$ cat src/hw/tpe_pkg.sv
package tpe_pkg;
    // register map (byte addresses, word aligned)
    localparam logic [3:0]  TPE_ADDR_CTRL      = 4'h0;  // channel polarity/enable control
    localparam logic [3:0]  TPE_ADDR_PROTECTION_LEVEL      = 4'h4;  // protection level mirror
    localparam logic [3:0]  TPE_ADDR_STATUS    = 4'h8;  // live channel state
    localparam int          TPE_ADDR_W         = 4;
    localparam int          TPE_DATA_W         = 32;
    localparam int          TPE_NUM_CH         = 3;
    localparam int          TPE_BITS_PER_CH    = 4;
    // field positions within one channel nibble
    localparam int          TPE_F_EN           = 0;
    localparam int          TPE_F_P            = 1;
    localparam int          TPE_F_NEN          = 2;
    localparam int          TPE_F_NP           = 3;
    localparam int          TPE_CTRL_W         = 12;
    localparam logic [11:0] TPE_CTRL_RESET     = 12'h000;
    // polarity field mask: main and complementary polarity of all channels
    localparam logic [11:0] TPE_POL_MASK       = 12'haaa;
    localparam logic [1:0]  TPE_PROTECTION_LEVEL_RESET     = 2'h0;
    localparam logic [1:0]  TPE_PROTECTION_LEVEL_LVL3      = 2'h3;
    localparam logic [1:0]  TPE_PROTECTION_LEVEL_LVL2      = 2'h2;
    localparam logic [31:0] TPE_UNMAPPED_DATA  = 32'h0000_0000;
    // input edge selection codes {comp_polarity, main_polarity}
    typedef enum logic [1:0] {
        TPE_EDGE_RISE = 2'h0,
        TPE_EDGE_FALL = 2'h1,
        TPE_EDGE_RSVD = 2'h2,
        TPE_EDGE_BOTH = 2'h3
    } tpe_edge_e;
endpackage : tpe_pkg

$ cat src/hw/tpe_channel.sv
`timescale 1ns/1ps
module tpe_channel
    import tpe_pkg::*;
(
    // clock and reset
    input  wire logic clk_i,
    input  wire logic resetn_i,
    // channel control bits
    input  wire logic channel_enable_i,
    input  wire logic main_polarity_i,
    input  wire logic comp_out_enable_i,
    input  wire logic comp_polarity_i,
    input  wire logic input_mode_i,
    // compare reference signals and filtered input
    input  wire logic main_ref_i,
    input  wire logic comp_ref_i,
    input  wire logic filtered_input_i,
    // outputs
    output logic      main_output_o,
    output logic      main_output_en_o,
    output logic      comp_output_o,
    output logic      comp_output_en_o,
    output logic      selected_input_o,
    output logic      capture_event_o
);
    logic  prev_q;
    logic  main_out_q;
    logic  main_en_q;
    logic  comp_out_q;
    logic  comp_en_q;
    logic  sel_q;
    logic  cap_q;
    wire   rise_w;
    wire   fall_w;
    wire   edge_hit_w;
    wire   out_mode_w;
    logic  edge_hit_w_c;
    tpe_edge_e edge_sel_w;

    // edge detection and edge selection
    assign edge_sel_w = tpe_edge_e'({comp_polarity_i, main_polarity_i});
    assign rise_w     = filtered_input_i & ~prev_q;
    assign fall_w     = ~filtered_input_i & prev_q;
    assign out_mode_w = ~input_mode_i;

    always_comb begin
        case (edge_sel_w)
            TPE_EDGE_RISE: edge_hit_w_c = rise_w;
            TPE_EDGE_FALL: edge_hit_w_c = fall_w;
            TPE_EDGE_BOTH: edge_hit_w_c = rise_w | fall_w;
            default:       edge_hit_w_c = 1'b0;  // reserved code gives no events
        endcase
    end
    assign edge_hit_w = edge_hit_w_c;

    // registered outputs
    always_ff @(posedge clk_i) begin
        if (!resetn_i) begin
            prev_q     <= 1'b0;
            main_out_q <= 1'b0;
            main_en_q  <= 1'b0;
            comp_out_q <= 1'b0;
            comp_en_q  <= 1'b0;
            sel_q      <= 1'b0;
            cap_q      <= 1'b0;
        end else begin
            prev_q     <= filtered_input_i;
            main_out_q <= main_ref_i ^ main_polarity_i;
            main_en_q  <= out_mode_w & channel_enable_i;
            comp_out_q <= comp_ref_i ^ comp_polarity_i;
            comp_en_q  <= out_mode_w & comp_out_enable_i;
            sel_q      <= filtered_input_i ^ (main_polarity_i & ~comp_polarity_i);
            cap_q      <= input_mode_i & channel_enable_i & edge_hit_w;
        end
    end

    assign main_output_o    = main_out_q;
    assign main_output_en_o = main_en_q;
    assign comp_output_o    = comp_out_q;
    assign comp_output_en_o = comp_en_q;
    assign selected_input_o = sel_q;
    assign capture_event_o  = cap_q;
endmodule : tpe_channel

$ cat src/hw/tpe_top.sv
// The register addresses and the Avalon-MM register port were decided locally.
`timescale 1ns/1ps
// Operation
// - in output mode the main output is active high with main polarity 0 and active low with 1.
// - in output mode the complementary output is active high with its polarity 0, low with 1.
// - the complementary output is enabled only while its enable bit is 1.
// - in input mode the pair {comp polarity, main polarity} picks the active edge.
// - pair 00 selects the rising edge and passes the filtered input uninverted.
// - pair 01 selects the falling edge and passes the filtered input inverted.
// - pair 11 selects both edges uninverted; pair 10 is reserved and software avoids it.
// - polarity bit writes are ignored while the protection level is 11 or 10.
// - channels 1 and 2 behave as channel 0, using bits 7..4 and 11..8.
// - channel 0 uses bit 3 comp polarity, bit 2 comp enable, bit 1 main polarity.
// - the channel enable bit enables the main output or capture events; 0 disables.
module tpe_top
    import tpe_pkg::*;
#(
    parameter int NUM_CH = TPE_NUM_CH
)(
    // clock and reset
    input  wire logic                  clk_i,
    input  wire logic                  resetn_i,
    // avalon-mm slave
    input  wire logic [TPE_ADDR_W-1:0] avs_address_i,
    input  wire logic                  avs_read_i,
    input  wire logic                  avs_write_i,
    input  wire logic [TPE_DATA_W-1:0] avs_writedata_i,
    input  wire logic [3:0]            avs_byteenable_i,
    output logic      [TPE_DATA_W-1:0] avs_readdata_o,
    output logic                       avs_waitrequest_o,
    output logic      [1:0]            avs_response_o,
    // protection level from the protect register
    input  wire logic [1:0]            protection_level_i,
    // per channel mode and signals
    input  wire logic [NUM_CH-1:0]     input_mode_i,
    input  wire logic [NUM_CH-1:0]     main_ref_i,
    input  wire logic [NUM_CH-1:0]     comp_ref_i,
    input  wire logic [NUM_CH-1:0]     filtered_input_i,
    output logic      [NUM_CH-1:0]     main_output_o,
    output logic      [NUM_CH-1:0]     main_output_en_o,
    output logic      [NUM_CH-1:0]     comp_output_o,
    output logic      [NUM_CH-1:0]     comp_output_en_o,
    output logic      [NUM_CH-1:0]     selected_filtered_input_o,
    output logic      [NUM_CH-1:0]     capture_event_o
);
    // bus state machine
    typedef enum logic [1:0] {
        TPE_ST_IDLE = 2'b01,
        TPE_ST_ACK  = 2'b10
    } tpe_state_e;

    tpe_state_e                    state_q;
    tpe_state_e                    state_d;
    logic      [TPE_CTRL_W-1:0]    ctrl_q;
    logic      [TPE_CTRL_W-1:0]    ctrl_d;
    logic      [TPE_DATA_W-1:0]    rdata_q;
    logic      [TPE_DATA_W-1:0]    rdata_d;
    logic      [1:0]               resp_q;
    logic      [1:0]               resp_d;
    wire                           req_w;
    wire                           hit_ctrl_w;
    wire                           hit_protection_level_w;
    wire                           hit_stat_w;
    wire                           mapped_w;
    wire                           locked_w;
    wire       [TPE_CTRL_W-1:0]    wmask_w;
    wire       [TPE_CTRL_W-1:0]    merged_w;
    wire       [TPE_DATA_W-1:0]    status_w;

    // byte lane mask for the low 12 bits
    function automatic logic [TPE_CTRL_W-1:0] lane_mask(input logic [3:0] be);
        lane_mask = {{4{be[1]}}, {8{be[0]}}};
    endfunction : lane_mask

    // address decode
    assign req_w      = (avs_read_i | avs_write_i) & (state_q == TPE_ST_IDLE);
    assign hit_ctrl_w = (avs_address_i == TPE_ADDR_CTRL);
    assign hit_protection_level_w = (avs_address_i == TPE_ADDR_PROTECTION_LEVEL);
    assign hit_stat_w = (avs_address_i == TPE_ADDR_STATUS);
    assign mapped_w   = hit_ctrl_w | hit_protection_level_w | hit_stat_w;

    // write merge with protection lock on polarity bits
    assign locked_w = (protection_level_i == TPE_PROTECTION_LEVEL_LVL3) |
                      (protection_level_i == TPE_PROTECTION_LEVEL_LVL2);
    assign wmask_w  = lane_mask(avs_byteenable_i) &
                      ~(locked_w ? TPE_POL_MASK : TPE_CTRL_RESET);
    assign merged_w = (ctrl_q & ~wmask_w) | (avs_writedata_i[TPE_CTRL_W-1:0] & wmask_w);

    // live state: capture events, enables, selected inputs
    assign status_w = {{(TPE_DATA_W-4*NUM_CH){1'b0}}, capture_event_o,
                       selected_filtered_input_o, comp_output_en_o, main_output_en_o};

    // next state of the slave
    always_comb begin
        state_d = state_q;
        ctrl_d  = ctrl_q;
        rdata_d = rdata_q;
        resp_d  = resp_q;
        case (state_q)
            TPE_ST_IDLE: begin
                if (req_w) begin
                    state_d = TPE_ST_ACK;
                    resp_d  = mapped_w ? 2'h0 : 2'h2;
                    if (avs_write_i && hit_ctrl_w) begin
                        ctrl_d = merged_w;
                    end
                    if (hit_ctrl_w) begin
                        rdata_d = {{(TPE_DATA_W-TPE_CTRL_W){1'b0}}, ctrl_q};
                    end else if (hit_protection_level_w) begin
                        rdata_d = {{(TPE_DATA_W-2){1'b0}}, protection_level_i};
                    end else if (hit_stat_w) begin
                        rdata_d = status_w;
                    end else begin
                        rdata_d = TPE_UNMAPPED_DATA;
                    end
                end
            end
            TPE_ST_ACK: state_d = TPE_ST_IDLE;
            default:    state_d = TPE_ST_IDLE;
        endcase
    end

    // slave registers
    always_ff @(posedge clk_i) begin
        if (!resetn_i) begin
            state_q <= TPE_ST_IDLE;
            ctrl_q  <= TPE_CTRL_RESET;
            rdata_q <= TPE_UNMAPPED_DATA;
            resp_q  <= 2'h0;
        end else begin
            state_q <= state_d;
            ctrl_q  <= ctrl_d;
            rdata_q <= rdata_d;
            resp_q  <= resp_d;
        end
    end

    // waitrequest drops in the acknowledge cycle
    assign avs_waitrequest_o = (state_q != TPE_ST_ACK);
    assign avs_readdata_o    = rdata_q;
    assign avs_response_o    = resp_q;

    // one channel per nibble
    genvar g;
    generate
        for (g = 0; g < NUM_CH; g++) begin : g_ch
            tpe_channel u_ch (
                .clk_i            (clk_i),
                .resetn_i         (resetn_i),
                .channel_enable_i (ctrl_q[g*TPE_BITS_PER_CH+TPE_F_EN]),
                .main_polarity_i  (ctrl_q[g*TPE_BITS_PER_CH+TPE_F_P]),
                .comp_out_enable_i(ctrl_q[g*TPE_BITS_PER_CH+TPE_F_NEN]),
                .comp_polarity_i  (ctrl_q[g*TPE_BITS_PER_CH+TPE_F_NP]),
                .input_mode_i     (input_mode_i[g]),
                .main_ref_i       (main_ref_i[g]),
                .comp_ref_i       (comp_ref_i[g]),
                .filtered_input_i (filtered_input_i[g]),
                .main_output_o    (main_output_o[g]),
                .main_output_en_o (main_output_en_o[g]),
                .comp_output_o    (comp_output_o[g]),
                .comp_output_en_o (comp_output_en_o[g]),
                .selected_input_o (selected_filtered_input_o[g]),
                .capture_event_o  (capture_event_o[g])
            );
        end
    endgenerate
endmodule : tpe_top

$ cat config.mk
export PLATFORM = sky130hd
export DESIGN_NAME = tpe_top
export DESIGN_NICKNAME = d
export VERILOG_FILES = /design/src/hw/tpe_pkg.sv /design/src/hw/tpe_channel.sv /design/src/hw/tpe_top.sv
export SDC_FILE = /design/constraint.sdc
export NUM_CORES = 1
export LEC_CHECK = 0
export BUFFER_PORTS_ARGS = -buffer_cell sky130_fd_sc_hd__buf_2
export CAP_MARGIN = 20
export CORE_ASPECT_RATIO = 0.75
export CORE_MARGIN = 2
export CORE_UTILIZATION = 46
export CTS_BUF_LIST = sky130_fd_sc_hd__clkbuf_16
export CTS_CLUSTER_DIAMETER = 60
export DETAILED_ROUTE_END_ITERATION = 8
export GPL_TIMING_DRIVEN = 0
export PLACE_DENSITY = 0.87
export SETUP_SLACK_MARGIN = 0.4
export SYNTH_ARGS = -nofsm -noshare
export SYNTH_HDL_FRONTEND = slang
export SYNTH_SLANG_ARGS = --single-unit
export TNS_END_PERCENT = 50
$ cat constraint.sdc
create_clock -name clk_i -period 1.9 [get_ports clk_i]
set_clock_uncertainty 0.05 [all_clocks]
set_input_delay 0.475 -clock clk_i [delete_from_list [all_inputs] [get_ports clk_i]]
set_output_delay 0.475 -clock clk_i [all_outputs]
set_load 0.01 [all_outputs]
==> impl_metrics.json, run 1 <==
{
  "grt.overflow.total": 0,
  "htree_levels": 2,
  "p_sw_share_pct": 24.4,
  "max_cap_viol_count": 0,
  "status": "finished, final reports clean",
  "dr.pass1.iters": 4,
  "ys_types": 35,
  "cts_buffers": 5,
  "final_cell_mix": "buf_2 (62), buf_4 (49), dfxtp_1 (48)",
  "path_max_fanout": 4,
  "dpl.hpwl_microns": 4230,
  "critPathRequiredTime_ps": 2060,
  "die-area_sq_um": 5710,
  "initial_core_util_pct": 48.0,
  "min_period_over_period_pct": 84.5,
  "synth_top_area_cell": "dfxtp_1",
  "clk_latency_ps": 290,
  "grt_pass1_wl_microns": 9040,
  "worst_pin_slew_ps": 564,
  "grt_setup_unrepaired": "true",
  "syn_inst": 263,
  "io_pins": 111,
  "final-setup-viol-count": 0,
  "fill_cells": 423,
  "synth_warnings": 0,
  "worstSetupStartpointType": "input pin",
  "yosys_most_used_dff": "dfxtp_1",
  "final_cells": 423,
  "antenna_cells": 0,
  "avgSynthCellArea_sq_um": 8.95,
  "final_common_cell": "buf_2",
  "synth_edf_count": 0,
  "switching_power_mw": 0.592,
  "slew_headroom_pct": 62.4,
  "tns_ps": 0,
  "dieHeight_microns": 65.9,
  "antenna_found_initial": 0,
  "core_sq_um": 4900,
  "vias": 2089,
  "seq_area_frac_synth_pct": 40.8,
  "power_density_nw_per_um2": 789,
  "drive_gt1_share_pct": 35.8,
  "ant_nets": 0,
  "hold_path_class": "input pin to flip-flop",
  "nets": 426,
  "leakagePower_nw": 1.43,
  "wire_per_inst_microns": 13.2,
  "crit_chain": "buf_12, or4_4, buf_6, nor3_4, mux2i_1",
  "placedCellCount": 408,
  "drv_slew": 0,
  "synth-async-reset-ratio_pct": 0,
  "ys_ff_latch": 48,
  "drc": 0,
  "postRouteWirelength_microns": 5580,
  "syn-cell-area_sq_um": 2350,
  "grt_pass1_vias": 1952,
  "grt_use_total_pct": 20.4,
  "grt_max_degree": 16,
  "clock_tree.buffer_depth": 2,
  "place_congestion": 0.924,
  "yosysTopAreaCellShare_pct": 40.8,
  "fin_crit_ps": 1600,
  "vdd_ir_drop_max_mv": 0.514,
  "fmax_mhz": 623,
  "seqPwrFrac_pct": 44.4,
  "crit_slowest_cell": "or4_4",
  "die_x_microns": 86.6,
  "clk_pin_slew_ps": 60,
  "drt_iter0_markers": 140,
  "clock-root-buffer": "clkbuf_16",
  "critical_path_class": "input pin to flip-flop",
  "via_per_inst": 4.94,
  "cp_slowest_stage_delay_ps": 520,
  "clock-sinks": 48,
  "clockPowerShare_pct": 41.0,
  "crit_arrival_ps": 1770,
  "num_rows": 22,
  "finalHoldViolCount": 0,
  "p_comb_share_pct": 14.6,
  "critPathCaptureType": "flip-flop",
  "intPower_mw": 1.83,
  "cts_tree": "done",
  "syn_to_final_growth_pct": 30.6,
  "io_buffers": 65,
  "ctsHoldBuffers": 0,
  "synthTopCellsByArea": "dfxtp_1 (41%), buf_4 (12%), a21oi_1 (4.3%), nand2_1 (4.1%), nor2_1 (3.5%)"
}
Yosys cell counts (7+ instances only):
cell / n
dfxtp_1: 48
mux2i_1: 8
a22oi_1: 10
a21oi_1: 20
clkbuf_1: 12
a211oi_1: 10
nand3_1: 9
buf_4: 39
inv_1: 7
nand2_1: 26
xnor2_1: 9
nor2_1: 22
power by group through the flow:
stage / logic, mW / registers [mW] / clock network [mW]
6_report: 0.354 / 1.08 / 0.994
5_1_grt: 0.389 / 1.08 / 1.05
4_1_cts: 0.351 / 1.08 / 1.00
3_5_place_dp: 0.337 / 1.10 / 0
3_3_place_gp: 0.329 / 1.10 / 0
2_1_floorplan: 0.209 / 1.10 / 0
cell families (layout without fill, tap and decap cells):
group / after synthesis / in the layout / synth area share, %
buffers and inverters: 61 / 141 / 16.6
and+or+nand+nor: 76 / 76 / 17.6
other: 1 / 21 / 0.159
DFF: 48 / 48 / 40.8
adders and majority gates: 6 / 6 / 3.19
muxes: 8 / 8 / 3.40
xor gates and xnor gates: 9 / 9 / 3.35
AOI/OAI and AO/OA: 54 / 54 / 14.8
timing repair:
item	CTS	global route
setup buffers	7	0
resized for setup	6	0
endpoints found under the setup margin	17	21
cloned	0	0
pin swaps	4	0
critical path, delay by kind of cell:
family	cells	cell delay [ps]
mux	1	230
simple gates	2	810
buf+inv	2	250
cell type report:
type                    count  area (sq um)  area share, %
flip-flops and latches     48           961           31.3
well taps                  60          75.1           2.44
inverters                   7          26.3          0.855
multi-input cells         174          1080           35.0
repair buffers             72           389           12.7
clock buffers               5           125           4.07
plain buffers              54           379           12.3
clock inverters             3          42.5           1.38
path summary, 6_finish.rpt:
path / startpoint / endpoint / slack, ps / cells after the start
worst max-delay path: avs_address_i[2] / flip-flop / 300 / 5
worst min-delay path: input_mode_i[1] / g_ch[1].u_ch.main_output_en_o$_SDFF_PN0_ / 320 / 2
worst min register to register: flip-flop / g_ch[1].u_ch.comp_output_en_o$_SDFF_PN0_ / 410 / 2
worst max register to register: state_q[0]$_SDFFE_PN1P_ / avs_readdata_o[4]$_SDFFE_PN0P_ / 380 / 4
metrics by stage:
step / power [mW] / setup slack [ps] / util, % / area, sq um / hold slack [ps]
final: 2.43 / 295 / 62.7 / 3070 / 320
after global routing: 2.52 / 234 / 62.7 / 3070 / 330
after CTS: 2.43 / 288 / 62.7 / 3070 / 316
after detailed placement: 1.44 / -101 / 58.0 / 2840 / 392
after global placement: 1.43 / -48.4 / 58.0 / 2840 / 384
after floorplan: 1.31 / 172 / - / 2440 / 371
metal layers:
metal	share of wire [%]	vias up	global-route usage, %
met5	0	-	0
met4	1.4	0	7.62
met3	8.7	11	6.99
met2	47	86	33.5
met1	43	952	24.9
li1	-	1040	-
No activity file was read; power rests on OpenSTA's default activity.
==> run 2, diff against run 1 <==
--- a/config.mk
+++ b/config.mk
@@ -5,16 +5,17 @@
 export SDC_FILE = /design/constraint.sdc
 export NUM_CORES = 1
 export LEC_CHECK = 0
+export ABC_AREA = 1
 export BUFFER_PORTS_ARGS = -buffer_cell sky130_fd_sc_hd__buf_2
 export CAP_MARGIN = 20
 export CORE_ASPECT_RATIO = 0.75
 export CORE_MARGIN = 2
-export CORE_UTILIZATION = 46
+export CORE_UTILIZATION = 42
 export CTS_BUF_LIST = sky130_fd_sc_hd__clkbuf_16
 export CTS_CLUSTER_DIAMETER = 60
 export DETAILED_ROUTE_END_ITERATION = 8
 export GPL_TIMING_DRIVEN = 0
-export PLACE_DENSITY = 0.87
+export PLACE_DENSITY = 0.84
 export SETUP_SLACK_MARGIN = 0.4
 export SYNTH_ARGS = -nofsm -noshare
 export SYNTH_HDL_FRONTEND = slang
==> constraint.sdc (replaced) <==
create_clock -name clk_i -period 1.45 [get_ports clk_i]
set_clock_uncertainty 0.05 [all_clocks]
set_input_delay 0.3625 -clock clk_i [delete_from_list [all_inputs] [get_ports clk_i]]
set_output_delay 0.3625 -clock clk_i [all_outputs]
set_load 0.01 [all_outputs]
==> run 2 against run 1 <==
- die area is 12% higher
- sequential power up 31%
- non-clock buffer count rose by 7
- combinational power rose by 66%
- worst setup slack got worse by 240 ps
- cell area up 11%
- count of clock-buffer cells in the layout is the same
- worst hold slack got worse by 110 ps
- global-route usage down 1.9 points
- clock power rose by 9%
- via count grew 9.4%
==> impl_metrics.json, run 2 <==
{
  "status": "finished, final reports clean",
  "avgSynthCellArea_sq_um": 7.69,
  "via_per_inst": 4.60,
  "yosysMostFrequentCell": "dfxtp_1",
  "syn-cell-area_sq_um": 2430,
  "grt_use_total_pct": 18.5,
  "yosysTopAreaCellShare_pct": 39.6,
  "cts_buffers": 5,
  "num_rows": 23,
  "grt_max_degree": 14,
  "ant_nets": 0,
  "pre_cts_ws_ps": -38.1,
  "syn_to_final_growth_pct": 41.0,
  "io_pins": 111,
  "cts_tree": "done",
  "worstSetupStartpointType": "flip-flop",
  "finalHoldViolCount": 0,
  "hold_path_class": "input pin to flip-flop",
  "seq_area_frac_synth_pct": 39.6,
  "r2r_slack_ps": 110,
  "path_max_fanout": 2,
  "nets": 486,
  "crit_arrival_ps": 980,
  "critPathLaunch": "state_q[1]$_SDFFE_PN0P_",
  "final_cells": 497,
  "dr.pass1.iters": 4,
  "ys_types": 28,
  "drv_slew": 0,
  "grt.overflow.total": 0,
  "die_x_microns": 91.8,
  "synthTopCellsByArea": "dfxtp_1 (40%), buf_4 (12%), nand3_1 (7.2%), nand2_1 (6.3%), nor2_1 (5.4%)",
  "final_common_cell": "buf_2",
  "htree_levels": 2,
  "clock_tree.buffer_depth": 2,
  "crit_end": "avs_waitrequest_o",
  "grt_pass1_vias": 1973,
  "syn_inst": 316,
  "synth_top_area_cell": "dfxtp_1",
  "r2r-start": "state_q[1]$_SDFFE_PN0P_",
  "synth-async-reset-ratio_pct": 0,
  "ys_top_cells_by_count": "dfxtp_1 (48), nand2_1 (41), buf_4 (40)",
  "synth_warnings": 0,
  "power_density_nw_per_um2": 900,
  "reg2reg_depth": 8,
  "worst_pin_slew_ps": 531,
  "antenna_cells": 0,
  "grt_pass1_wl_microns": 9290,
  "final-setup-viol-count": 0,
  "clock-sinks": 48,
  "final_cell_mix": "buf_2 (54), nand2_1 (40), buf_4 (38)",
  "slew_headroom_pct": 64.6,
  "fill_cells": 466,
  "fmax_mhz": 718,
  "clk_pin_slew_ps": 60,
  "max_cap_viol_count": 0,
  "die-area_sq_um": 6410,
  "dieHeight_microns": 69.9,
  "vias": 2286,
  "min_period_over_period_pct": 96.1,
  "place_congestion": 0.873,
  "core_sq_um": 5470,
  "drive_gt1_share_pct": 39.8,
  "placedCellCount": 476,
  "ys_ff_latch": 48,
  "postRouteWirelength_microns": 6260,
  "r2r-end": "avs_readdata_o[5]$_SDFFE_PN0P_",
  "wire_per_inst_microns": 12.6,
  "antenna_found_initial": 0,
  "clock-root-buffer": "clkbuf_16",
  "dpl.hpwl_microns": 4400,
  "io_buffers": 65,
  "drc": 0,
  "critPathRequiredTime_ps": 1040,
  "grt_setup_unrepaired": "true",
  "drt_iter0_markers": 195,
  "ctsHoldBuffers": 0,
  "fin_crit_ps": 1390,
  "vdd_ir_drop_max_mv": 0.461,
  "tns_ps": 0,
  "critical_path_class": "flip-flop to output pin",
  "clk_latency_ps": 290,
  "yosys_most_used_dff": "dfxtp_1",
  "critPathCaptureType": "output pin",
  "initial_core_util_pct": 44.4,
  "timing.final.ws_setup_ps": 57.1,
  "leakagePower_nw": 1.69,
  "synth_edf_count": 0
}
## run 2: how the worst min path moves through the flow
stage	depth (start not counted)	slack, ps	end	startpoint
floorplan	2	370	g_ch[0].u_ch.comp_output_en_o$_SDFF_PN0_	flip-flop
global placement	2	400	g_ch[2].u_ch.comp_output_en_o$_SDFF_PN0_	flip-flop
detailed placement	2	410	g_ch[2].u_ch.comp_output_en_o$_SDFF_PN0_	flip-flop
CTS	2	200	g_ch[1].u_ch.comp_output_en_o$_SDFF_PN0_	input_mode_i[1]
global route	2	210	g_ch[1].u_ch.main_output_en_o$_SDFF_PN0_	input_mode_i[1]
finish	2	200	g_ch[1].u_ch.main_output_en_o$_SDFF_PN0_	input_mode_i[1]
## run 2: logic make-up after synthesis
logic type      synth area share (%)
compound gates                  8.50
xor+xnor                        2.16
fa+ha+maj                       3.09
buf+inv                         20.1
flops                           39.6
other cells                    0.154
simple gates                    26.4
## run 2: layout make-up
cell class / count / area, sq um / share of cell area [%]
multi-input combinational: 203 / 1100 / 32.2
sequential: 48 / 978 / 28.6
timing repair buffer: 79 / 566 / 16.5
buffer: 54 / 435 / 12.7
clock buffer: 5 / 125 / 3.65
inverter: 31 / 116 / 3.40
tap: 75 / 93.8 / 2.74
clock inverter: 2 / 7.51 / 0.219
## run 2: critical path: stages (launching register included)
cell	delay, ps
dfxtp_2	320
inv_2	30
or2_4	220
buf_6	120
## run 2: timing repair
item | 4_1_cts | 5_1_grt
endpoints found under the setup margin | 60 | 71
pin swaps | 2 | 2
resized for setup | 51 | 11
buffers inserted | 9 | 3
cloned | 1 | 1
## run 2: report_power, final
part / switching (mW) / internal [mW]
clock: 0.462 / 0.617
combinational: 0.301 / 0.286
sequential: 0.0364 / 1.38
## run 2: layer usage
metal / vias to the layer above / routed length (microns) / global-route usage, %
met1: 986 / 2480 / 23.7
met4: 0 / 93 / 4.98
li1: 1172 / - / -
met5: - / 0 / 0
met3: 10 / 712 / 5.39
met2: 118 / 2970 / 30.7
## run 2: per-stage QoR
| step | power [mW] | hold WS (ps) | cell area [sq um] | utilization, % |
|---|---|---|---|---|
| floorplan | 1.73 | 373 | 2500 | - |
| global placement | 1.88 | 404 | 2920 | 53.5 |
| detailed placement | 1.89 | 408 | 2920 | 53.5 |
| CTS | 3.01 | 202 | 3320 | 60.7 |
| global route | 3.18 | 213 | 3420 | 62.6 |
| finish | 3.08 | 205 | 3420 | 62.6 |
